$ cat src/pkg/sfg_pkg.sv
// Function
// (RL1) only clock modes 0 and 3 used
// (RL2) sample on rising, launch on falling edge
// (RL3) clock idle while select high
// (RL4) 0Fh reads, 1Fh writes, one address byte
// (RL5) features survive soft reset FFh
// (RL6) guard register fully writable, volatile
// (RL7) host sets fields before guard bits
// (RL8) all guard bits zero: pin is data
// (RL9) high guard bit: pin low blocks changes
// (RL10) low guard bit alone: guard locked
// (RL11) both guard bits: freeze settable, locks
// (RL12) hardware enable: pin guards, no x4
// (RL13) hardware enable, pin low: read-only
// (RL14) power cycle clears guard bits
// (RL15) range zero: nothing locked
// (RL16) low-end zero: top fraction locked
// (RL17) low-end one: bottom fraction locked
// (RL18) bit3 with bit2 or bit1: all locked
// (RL19) unlisted codes lock everything
// (RL20) locked program or erase ignored
// (RL21) locked attempt sets fail flag
package sfg_pkg;
  // =====================================================
  // link commands and feature addresses
  localparam logic [7:0] CMD_FEAT_RD = 8'h0f;
  localparam logic [7:0] CMD_FEAT_WR = 8'h1f;
  localparam logic [7:0] CMD_SOFT_RST = 8'hff;
  localparam logic [7:0] CMD_WR_EN = 8'h06;
  localparam logic [7:0] CMD_WR_DIS = 8'h04;
  localparam logic [7:0] FA_GUARD = 8'ha0;
  localparam logic [7:0] FA_DEVCFG = 8'hb0;
  localparam logic [7:0] FA_STATUS = 8'hc0;
  localparam logic [7:0] FA_DRIVE = 8'hd0;
  // =====================================================
  // field positions
  localparam int GB_HI = 7;
  localparam int GB_RANGE = 3;
  localparam int GB_LOWEND = 2;
  localparam int GB_HWEN = 1;
  localparam int GB_LO = 0;
  localparam int CB_FREEZE = 5;
  localparam logic [7:0] CFG_WMASK = 8'hd0;
  localparam logic [7:0] DRV_WMASK = 8'h60;
  localparam int SB_PFAIL = 3;
  localparam int SB_EFAIL = 2;
  localparam int SB_WEL = 1;
  // =====================================================
  // reset values
  localparam logic [7:0] GUARD_RST = 8'h7c;
  localparam logic [7:0] DEVCFG_RST = 8'h10;
  localparam logic [7:0] DRIVE_RST = 8'h20;
  // =====================================================
  // host register offsets and timing
  localparam logic [3:0] OFS_CMD = 4'h0;
  localparam logic [3:0] OFS_STAT = 4'h4;
  localparam logic [3:0] OFS_PINS = 4'h8;
  localparam int SCK_HALF_CYCLES = 8;
endpackage : sfg_pkg

$ cat src/pkg/sfg_link_if.sv
`timescale 1ns/1ps
interface sfg_link_if;
  logic sck;
  logic cs_n;
  logic mosi;
  logic miso_o;
  logic miso_oe;
  logic data_line_two;
  wire miso;
  // pulled up while the device does not drive
  assign miso = miso_oe ? miso_o : 1'b1;
  modport device (
    input sck,
    input cs_n,
    input mosi,
    input data_line_two,
    input miso,
    output miso_o,
    output miso_oe
  );
  modport host (
    output sck,
    output cs_n,
    output mosi,
    output data_line_two,
    input miso
  );
endinterface : sfg_link_if

$ cat src/rtl/sfg_device.sv
// Decided for this implementation: the AXI4-Lite register port.
`timescale 1ns/1ps
module sfg_device
  import sfg_pkg::*;
(
  input wire logic aclk,
  input wire logic aresetn,
  sfg_link_if.device link,
  input wire logic op_req,
  input wire logic op_is_erase,
  input wire logic [9:0] op_block,
  output logic op_accept,
  output logic op_reject,
  output logic x4_enable,
  output logic read_only
);
  typedef enum logic [2:0] {
    ST_CMD, ST_ADDR, ST_WDATA, ST_RDATA, ST_SKIP
  } sfg_state_t;

  // =====================================================
  // pin synchronisers
  logic [1:0] sck_s;
  logic [1:0] cs_s;
  logic [1:0] mosi_s;
  logic [1:0] pin_s;
  logic sck_d;
  logic sck_rise;
  logic sck_fall;
  logic sel;

  // two flops per pin, edge history from second stage
  always_ff @(posedge aclk) begin
    if (!aresetn) begin
      sck_s <= 2'h0;
      cs_s <= 2'h3;
      mosi_s <= 2'h0;
      pin_s <= 2'h3;
      sck_d <= 1'b0;
    end else begin
      sck_s <= {sck_s[0], link.sck};
      cs_s <= {cs_s[0], link.cs_n};
      mosi_s <= {mosi_s[0], link.mosi};
      pin_s <= {pin_s[0], link.data_line_two};
      sck_d <= sck_s[1];
    end
  end

  assign sel = ~cs_s[1];
  assign sck_rise = sel & sck_s[1] & ~sck_d;  // RL2
  assign sck_fall = sel & ~sck_s[1] & sck_d;  // RL2

  // =====================================================
  // feature state and guard decode
  logic [7:0] guard;
  logic [7:0] devcfg;
  logic [7:0] drive;
  logic pfail;
  logic efail;
  logic write_latch;
  logic [7:0] next_guard;
  logic [7:0] next_devcfg;
  logic [7:0] next_drive;
  logic next_pfail;
  logic next_efail;
  logic next_wel;
  logic all_ro;
  logic guard_lock;
  logic both_guard;
  logic [3:0] rsel;
  logic [9:0] hi_mask;
  logic in_range;
  logic op_locked;

  assign rsel = guard[GB_RANGE +: 4];
  assign both_guard = guard[GB_HI] & guard[GB_LO];
  // pin low with hardware enable makes everything read-only
  assign all_ro = guard[GB_HWEN] & ~pin_s[1];  // RL13
  assign x4_enable = ~guard[GB_HWEN];  // RL12
  assign read_only = all_ro;
  // guard register write lockout
  assign guard_lock = devcfg[CB_FREEZE]  // RL11
    | guard[GB_LO]  // RL10
    | (guard[GB_HI] & ~guard[GB_HWEN] & ~pin_s[1]);  // RL9 RL8

  // locked block range
  always_comb begin
    hi_mask = 10'h3ff << rsel;
    in_range = 1'b0;
    if (rsel == 4'h0) begin
      in_range = 1'b0;  // RL15
    end else if (rsel[3] & (rsel[2] | rsel[1])) begin
      in_range = 1'b1;  // RL18 RL19
    end else if (guard[GB_LOWEND]) begin
      in_range = (op_block & hi_mask) == 10'h000;  // RL17
    end else begin
      in_range = (op_block & hi_mask) == hi_mask;  // RL16
    end
  end

  assign op_locked = all_ro | in_range;  // RL20

  // =====================================================
  // serial shifter state
  sfg_state_t state;
  sfg_state_t next_state;
  logic [2:0] bitcnt;
  logic [2:0] next_bitcnt;
  logic [7:0] rx;
  logic [7:0] next_rx;
  logic [7:0] opcode;
  logic [7:0] next_opcode;
  logic [7:0] faddr;  // feature address kept through the data byte
  logic [7:0] next_faddr;
  logic [7:0] tx;
  logic [7:0] next_tx;
  logic miso_q;
  logic next_miso_q;
  logic next_op_accept;
  logic next_op_reject;
  logic [7:0] byte_in;
  logic byte_done;

  assign byte_in = {rx[6:0], mosi_s[1]};
  assign byte_done = sck_rise & (bitcnt == 3'h7);

  // feature read mux
  function automatic logic [7:0] feat_rd(input logic [7:0] a,
      input logic [7:0] g, input logic [7:0] c,
      input logic [7:0] st, input logic [7:0] d);
    feat_rd = 8'h00;
    if (a == FA_GUARD) feat_rd = g;
    else if (a == FA_DEVCFG) feat_rd = c;
    else if (a == FA_STATUS) feat_rd = st;
    else if (a == FA_DRIVE) feat_rd = d;
  endfunction : feat_rd

  // next state of shifter and feature registers
  always_comb begin
    next_state = state;
    next_bitcnt = bitcnt;
    next_rx = rx;
    next_opcode = opcode;
    next_faddr = faddr;
    next_tx = tx;
    next_miso_q = miso_q;
    next_guard = guard;
    next_devcfg = devcfg;
    next_drive = drive;
    next_pfail = pfail;
    next_efail = efail;
    next_wel = write_latch;
    next_op_accept = 1'b0;
    next_op_reject = 1'b0;
    if (!sel) begin
      next_state = ST_CMD;
      next_bitcnt = 3'h0;
    end else if (sck_rise) begin
      next_rx = byte_in;
      next_bitcnt = bitcnt + 3'h1;
    end
    if (sck_fall && state == ST_RDATA) begin
      next_miso_q = tx[7];  // RL2
      next_tx = {tx[6:0], tx[7]};
    end
    if (byte_done) begin
      unique case (state)
        ST_CMD: begin
          next_opcode = byte_in;
          next_state = ST_SKIP;
          if (byte_in == CMD_FEAT_RD || byte_in == CMD_FEAT_WR) begin
            next_state = ST_ADDR;  // RL4
          end else if (byte_in == CMD_WR_EN) begin
            next_wel = ~all_ro;
          end else if (byte_in == CMD_WR_DIS) begin
            next_wel = 1'b0;
          end else if (byte_in == CMD_SOFT_RST) begin
            // features kept, only status cleared
            next_pfail = 1'b0;  // RL5
            next_efail = 1'b0;
            next_wel = 1'b0;
          end
        end
        ST_ADDR: begin
          next_faddr = byte_in;  // RL4
          if (opcode == CMD_FEAT_RD) begin
            next_state = ST_RDATA;
            next_tx = feat_rd(byte_in, guard, devcfg,
              {4'h0, pfail, efail, write_latch, 1'b0}, drive);
          end else begin
            next_state = ST_WDATA;
          end
        end
        ST_WDATA: begin
          next_state = ST_SKIP;
          if (!all_ro) begin  // RL13
            if (faddr == FA_GUARD && !guard_lock) begin
              next_guard = byte_in;  // RL6
            end else if (faddr == FA_DEVCFG) begin
              next_devcfg = (byte_in & CFG_WMASK)
                | (devcfg & ~CFG_WMASK);
              // freeze only when both guard bits set, sticky
              next_devcfg[CB_FREEZE] = devcfg[CB_FREEZE]
                | (both_guard & byte_in[CB_FREEZE]);  // RL11
            end else if (faddr == FA_DRIVE) begin
              next_drive = (byte_in & DRV_WMASK)
                | (drive & ~DRV_WMASK);
            end
          end
        end
        ST_RDATA, ST_SKIP: begin
          next_state = state;
        end
      endcase
    end
    // array request after link updates so its flag wins
    if (op_req) begin
      if (op_locked) begin
        next_op_reject = 1'b1;  // RL20
        if (op_is_erase) next_efail = 1'b1;  // RL21
        else next_pfail = 1'b1;  // RL21
      end else if (!write_latch) begin
        next_op_reject = 1'b1;
      end else begin
        next_op_accept = 1'b1;
        next_wel = 1'b0;
        if (op_is_erase) next_efail = 1'b0;
        else next_pfail = 1'b0;
      end
    end
  end

  // register the shifter and features; reset is power-up
  always_ff @(posedge aclk) begin
    if (!aresetn) begin
      state <= ST_CMD;
      bitcnt <= 3'h0;
      rx <= 8'h00;
      opcode <= 8'h00;
      faddr <= 8'h00;
      tx <= 8'h00;
      miso_q <= 1'b1;
      guard <= GUARD_RST;  // RL14
      devcfg <= DEVCFG_RST;
      drive <= DRIVE_RST;
      pfail <= 1'b0;
      efail <= 1'b0;
      write_latch <= 1'b0;
      op_accept <= 1'b0;
      op_reject <= 1'b0;
    end else begin
      state <= next_state;
      bitcnt <= next_bitcnt;
      rx <= next_rx;
      opcode <= next_opcode;
      faddr <= next_faddr;
      tx <= next_tx;
      miso_q <= next_miso_q;
      guard <= next_guard;
      devcfg <= next_devcfg;
      drive <= next_drive;
      pfail <= next_pfail;
      efail <= next_efail;
      write_latch <= next_wel;
      op_accept <= next_op_accept;
      op_reject <= next_op_reject;
    end
  end

  // drive serial out only during feature read data
  assign link.miso_o = miso_q;
  assign link.miso_oe = sel & (state == ST_RDATA);
endmodule : sfg_device

$ cat src/flat_wrapper.sv
// flat-port wrapper written by rule: the top's interface ports become plain ports
module sfg_device_flat import sfg_pkg::*;
  (aclk, aresetn, op_req, op_is_erase, op_block, op_accept, op_reject, x4_enable, read_only, link_sck, link_cs_n, link_mosi, link_data_line_two, link_miso_o, link_miso_oe);
  sfg_link_if link_i ();
  input wire logic aclk;
  input wire logic aresetn;
  input wire logic op_req;
  input wire logic op_is_erase;
  input wire logic [9:0] op_block;
  output logic op_accept;
  output logic op_reject;
  output logic x4_enable;
  output logic read_only;
  input wire logic [$bits(link_i.sck)-1:0] link_sck;
  input wire logic [$bits(link_i.cs_n)-1:0] link_cs_n;
  input wire logic [$bits(link_i.mosi)-1:0] link_mosi;
  input wire logic [$bits(link_i.data_line_two)-1:0] link_data_line_two;
  output wire logic [$bits(link_i.miso_o)-1:0] link_miso_o;
  output wire logic [$bits(link_i.miso_oe)-1:0] link_miso_oe;
  assign link_i.sck = link_sck;
  assign link_i.cs_n = link_cs_n;
  assign link_i.mosi = link_mosi;
  assign link_i.data_line_two = link_data_line_two;
  assign link_miso_o = link_i.miso_o;
  assign link_miso_oe = link_i.miso_oe;
  sfg_device u_core (.aclk(aclk), .aresetn(aresetn), .link(link_i), .op_req(op_req), .op_is_erase(op_is_erase), .op_block(op_block), .op_accept(op_accept), .op_reject(op_reject), .x4_enable(x4_enable), .read_only(read_only));
endmodule
$ cat config.mk
export PLATFORM = sky130hd
export DESIGN_NAME = sfg_device_flat
export DESIGN_NICKNAME = d
export VERILOG_FILES = /design/src/pkg/sfg_pkg.sv /design/src/pkg/sfg_link_if.sv /design/src/rtl/sfg_device.sv /design/src/flat_wrapper.sv
export SDC_FILE = /design/constraint.sdc
export NUM_CORES = 1
export LEC_CHECK = 0
export BUFFER_PORTS_ARGS = -buffer_cell sky130_fd_sc_hd__buf_2
export CAP_MARGIN = 20
export CELL_PAD_IN_SITES_DETAIL_PLACEMENT = 1
export CELL_PAD_IN_SITES_GLOBAL_PLACEMENT = 2
export CORE_UTILIZATION = 28
export CTS_BUF_LIST = sky130_fd_sc_hd__clkbuf_16
export DETAILED_ROUTE_END_ITERATION = 7
export GPL_TIMING_DRIVEN = 0
export HOLD_SLACK_MARGIN = 0.02
export PLACE_DENSITY_LB_ADDON = 0.1
export SETUP_SLACK_MARGIN = 0.3
export SLEW_MARGIN = 20
export SYNTH_ARGS = -nofsm -noshare
export SYNTH_HDL_FRONTEND = slang
export SYNTH_SLANG_ARGS = --single-unit
export TNS_END_PERCENT = 30
$ cat constraint.sdc
create_clock -name aclk -period 2.04 [get_ports aclk]
set_input_delay 0 -clock aclk [delete_from_list [all_inputs] [get_ports aclk]]
set_output_delay 0 -clock aclk [all_outputs]
set_load 0.02 [all_outputs]
# ---- Word-level counts from Yosys, hierarchy flattened
# Index checks and enable logic that the tools add are counted.
dict set report word_totals {
  wordCells 141
  reg_bits 76
  in_bits 18
}
dict set report classes {
  n_shift 1
  eq_ne 20
  mux 50
  addsub 1
  n_bitwise 30
  reduce_logical 19
}
# cell n
set op_table {}
lappend op_table {{$eq A8 B8 Y1 const B} 8}
lappend op_table {{$mux W8} 8}
lappend op_table {{$mux W1} 38}
lappend op_table {{$eq A8 B3 Y1 const B} 2}
lappend op_table {{$eq A8 B4 Y1 const B} 2}
lappend op_table {{$and A1 B1 Y1} 12}
lappend op_table {{$and A10 B10 Y10} 1}
lappend op_table {{$eq A10 B10 Y1} 1}
lappend op_table {{$logic_not A10 Y1} 1}
lappend op_table {{$not A1 Y1} 10}
lappend op_table {{$reduce_and A2 Y1} 5}
lappend op_table {{$shl A10 B4 Y10 const A} 1}
lappend op_table {{$mux W3} 3}
lappend op_table {{$pmux W3 S3} 1}
lappend op_table {{$eq A8 B5 Y1 const B} 1}
lappend op_table {{$or A7 B8 Y8} 1}
lappend op_table {{$or A8 B6 Y8} 1}
lappend op_table {{$eq A3 B2 Y1 const B} 2}
lappend op_table {{$eq A3 B3 Y1 const B} 2}
lappend op_table {{$reduce_and A6 Y1} 1}
lappend op_table {{$or A1 B1 Y1} 5}
lappend op_table {{$reduce_and A5 Y1} 1}
lappend op_table {{$logic_not A4 Y1} 1}
lappend op_table {{$reduce_and A4 Y1} 1}
lappend op_table {{10 further kinds} 12}

# ---- Longest topological paths before layout
dict set report logic_depth {
  ltp_word 11
  mapped_depth 8
}

# ---- Worst setup path before layout
# OpenSTA, ideal clock, no wires.
dict set report synth_path {
  path_type {register to register}
  start {register u_core.state[2]}
  end {register u_core.tx[1]}
  setup_slack_ps -86
  path_stages_with_launch 8
  arrival_ps 2011
  required_ps 1925
  synth_period_minus_slack_ps 2126
  setup_time_ps 115
  path_cell_list {dfxtp_1 > clkbuf_1 > nor4bb_1 > nand3b_1 > buf_2 > mux2i_1 > o32ai_1 > and2_1}
}
dict set report synth_via {
  elab_chain_cells 6
}
# element line
set synth_lines {}
lappend synth_lines {{start: declaration} sfg_device.sv:105} ;# sfg_state_t state;
lappend synth_lines {{start signal: assignment} sfg_device.sv:252} ;# state <= next_state;
lappend synth_lines {{$eq A3 B2 Y1} sfg_device.sv:162} ;# if (sck_fall && state == ST_RDATA) begin
lappend synth_lines {{$logic_and A1 B1 Y1} sfg_device.sv:162}
lappend synth_lines {{$mux W8} sfg_device.sv:162}
lappend synth_lines {{$mux W8} sfg_device.sv:186} ;# if (opcode == CMD_FEAT_RD) begin
lappend synth_lines {{$mux W8} sfg_device.sv:167} ;# unique case (state)
lappend synth_lines {{$mux W8 (*)} sfg_device.sv:166} ;# if (byte_done) begin
lappend synth_lines {{end signal: assignment} sfg_device.sv:257} ;# tx <= next_tx;
lappend synth_lines {{end: declaration} sfg_device.sv:115} ;# logic [7:0] tx;
# Mark *: on every way between the ends. The rest lies on a longest branch, timed or not.
# A chain may end at the register's enable or synchronous reset.

# ---- Worst setup path after layout
dict set report layout_path {
  start {register u_core.state[0]}
  end {register u_core.guard[4]}
}
dict set report layout_via {
  elab_chain_cells 2
}
# element line
set layout_lines {}
lappend layout_lines {{$eq A3 B2 Y1} sfg_device.sv:167}
lappend layout_lines {{$reduce_and A4 Y1 (no source line)} -}
lappend layout_lines {{end signal: assignment} sfg_device.sv:259} ;# guard <= next_guard;
lappend layout_lines {{end: declaration} sfg_device.sv:55} ;# logic [7:0] guard;
# Every way passes these cells.

==> reports/metrics.yaml <==
sta:
  finalHoldViolCount: 0
  slew_violations: 0
  whs_ps: 155
  slew_headroom: 0.546
  period_share: 0.994
  setup_ws_ps: 11.6
  maxClockFrequency_mhz: 493
  rsz0062_at_grt: "yes"
  post-route-min-period_ps: 2030
  worst_pin_slew_ps: 681
  setup_viol: 0
  worst_clock_skew_ps: 3.60
global_routing:
  antenna_found_initial: 0
  grt_pass1_wl_um: 14800
  first_global_vias: 2727
  grt_max_degree: 12
  track_usage: 0.169
  grt_overflow: 0
final_layout:
  multiInputGateArea_um2: 1970
  final_nets: 408
  register_area_um2: 1330
  area_growth_pct: 29.6
  nFillCells: 1266
  design_area_um2: 4180
  drive_gt1_frac: 0.267
  antenna_cells: 0
synthesis:
  synth_cell_type_count: 55
  synth_fa_ha_area_frac: 0.0109
  ys_warn_count: 0
  synthFlopType: "dfxtp_1"
  syn-instance-count: 340
  ys_seq_area_frac: 0.409
  syn_area_um2: 3230
  synthMuxAreaShare: 0.150
  synth_top_family_by_area: "simple AND/OR/NAND/NOR gates"
  avgSynthCellArea_um2: 9.49
  synth_xor_xnor_area_share: 0.00271
  synth_edf_count: 0
  synthSimpleGateAreaFrac: 0.250
  async_flop_share: 0
  synth_compound_area_frac: 0.132
  synth_seq_cells: 66
  synth_nets: 360
clock_network:
  clk_transition_reported_paths_ps: 50
  clk-insertion-delay-late_ps: 330
  cts_tree: "done"
  cts_max_path_buffers: 2
  clock-sinks: 66
  root_buffer: "clkbuf_16"
  ctsHtreeMaxLevel: 3
  cts_buffers: 9
die:
  die_area_um2: 12000
  die_h_um: 109
  core_um2: 11000
  ioPinCount: 24
  rows: 38
  fp.dieW_um: 109
  initial_utilization: 0.293
placement:
  dp_slack_ps: -275
  placed_cell_area_um2: 3640
  post-dp-hpwl_um: 6520
  place.gp.congestion: 0.773
  io_buffers: 21
pwr:
  comb_power_share: 0.038
  ir_drop_v: 0.000407
  clock_power_share: 0.490
  netSwitchingPower_uw: 619
  powerDensity_nw_per_um2: 663
  seqPwrFrac: 0.472
  p_int_uw: 2150
  p_leak_uw: 0.00165
  switching_share: 0.223
detailed_routing:
  wire_per_inst_um: 17.3
  first_iter_violations: 71
  via_per_inst: 4.84
  detail-route-antenna-nets: 0
  drcViolationCount: 0
  routed_wl_um: 9220
  num_vias: 2582
  first_pass_iters: 4
critical_path:
  cp_data_arrival_time_ps: 2220
  required_ps: 2240
  crit_type: "flop to flop"
  crit_path_end_kind: "flop"
  start_kind: "flop"
  cp_max_fo: 8
flow_run:
  maxCapViolCount: 0
min_path:
  hold_class: "primary input to flop"
run_status:
  status: "completed"
==> timing repair <==
action,4_1_cts,5_1_grt
resized for setup,15,30
pin swaps,9,12
hold endpoints to repair,9,0
setup endpoints to repair,44,52
hold buffers,6,0
setup buffers,8,2
==> per-layer routing <==
layer  vias to the layer above  wire length, um  GRT usage
li1                       1309                -          -
met1                      1246             4860      0.232
met2                        21             4050      0.258
met3                         6              195     0.0397
met4                         0              114     0.0629
met5                         -                0          0
==> stage by stage <==
stage	total power, uW	setup TNS, ps	utilization	cells
floorplan	1390	0	-	340
detailed placement	1430	-2680	0.330	501
global placement	1430	-2380	0.330	501
CTS	2830	0	0.369	531
finish	2770	0	0.379	533
global route	2890	-595	0.379	533
==> critical path, cell delays in order (launching register included) <==
cell and delay (ps):
dfxtp_2 310, buf_6 120, or4b_4 500, nor4_4 370
o311ai_4 290, mux2i_1 240, nand2_1 70
==> area by class of cell <==
type                       instances  share of cell area
timing repair buffer              37              0.0613
clock inverter                     7             0.00867
clock buffer                       9              0.0538
multi-input combinational        239               0.471
buffer                            27              0.0386
inverter                           8             0.00718
sequential                        66               0.318
tap                              140              0.0419
==> cells in the mapped netlist, types with 2 or more instances <==
cell type	count	area [um^2]
mux2_2	2	22.5
o311ai_2	2	32.5
clkbuf_1	18	67.6
o32ai_1	5	43.8
a211oi_1	2	15.0
o21ai_0	7	35.0
or3_1	2	12.5
a221oi_1	2	17.5
o22ai_1	4	25.0
mux2i_1	46	460
ha_1	2	25.0
a21boi_0	2	15.0
nand4b_1	2	17.5
a21oi_1	10	50.1
nor4_1	4	25.0
o21a_1	5	37.5
nand3b_1	5	37.5
a22oi_1	6	45.0
and2_1	12	75.1
buf_4	2	15.0
nand2_1	17	63.8
nand3_1	3	15.0
inv_1	8	30.0
buf_1	2	7.51
nand4_1	3	18.8
dfxtp_1	66	1320
or4_1	2	15.0
o2111ai_1	2	17.5
o31ai_1	3	22.5
nor4_4	2	42.5
nor2b_1	34	213
nor2_1	18	67.6
nor3_1	4	20.0
nand2b_1	11	68.8
buf_2	5	25.0
==> kinds of logic (layout without fill, tap and decap cells) <==
logic type / after synthesis / after routing
AOI/OAI and AO/OA: 57 / 57
buffers and inverters: 35 / 88
adders and majority gates: 3 / 3
xor gates and xnor gates: 1 / 1
DFF: 66 / 66
muxes: 48 / 48
and+or+nand+nor: 130 / 130
==> state kept, by name (all words and copies together), names as in the netlist, 3 cells and up <==
register and cells:
u_core.devcfg 4, u_core.state 3, u_core.bitcnt 3, u_core.faddr 8, u_core.rx 7, u_core.opcode 8
u_core.tx 8, u_core.guard 8
==> cells in the final DEF (no fill, tap or decap), types with 5 or more instances in the layout <==
| master | Yosys | final |
|---|---|---|
| a21oi_1 | 10 | 9 |
| a22oi_1 | 6 | 6 |
| and2_1 | 12 | 12 |
| buf_2 | 5 | 23 |
| buf_4 | 2 | 9 |
| buf_6 | 0 | 7 |
| clkbuf_1 | 18 | 10 |
| clkbuf_16 | 0 | 9 |
| clkbuf_2 | 0 | 7 |
| dfxtp_1 | 66 | 60 |
| dfxtp_2 | 0 | 6 |
| dlygate4sd3_1 | 0 | 6 |
| inv_1 | 8 | 8 |
| mux2i_1 | 46 | 46 |
| nand2_1 | 17 | 17 |
| nand2b_1 | 11 | 11 |
| nand3b_1 | 5 | 5 |
| nor2_1 | 18 | 15 |
| nor2b_1 | 34 | 33 |
| o21a_1 | 5 | 5 |
| o21ai_0 | 7 | 6 |
==> path summary, 6_finish.rpt <==
kind	startpoint	to	slack, ps	cells past startpoint
worst min register to register	u_core.pin_s[0]	u_core.pin_s[1]	410	1
worst max register to register	u_core.state[0]	u_core.guard[4]	10	6
worst min-delay path	aresetn	u_core.pin_s[0]	150	2
worst max-delay path	u_core.state[0]	u_core.guard[4]	10	6
==> power groups by stage <==
stage               Clock (uW)  Combinational (uW)  Sequential [uW]
floorplan                    0                48.2             1340
finish                    1360                 105             1310
global placement             0                92.7             1340
global route              1460                 117             1310
CTS                       1410                 104             1310
detailed placement           0                93.1             1340
Note: power is estimated with default switching activity, not from simulation.
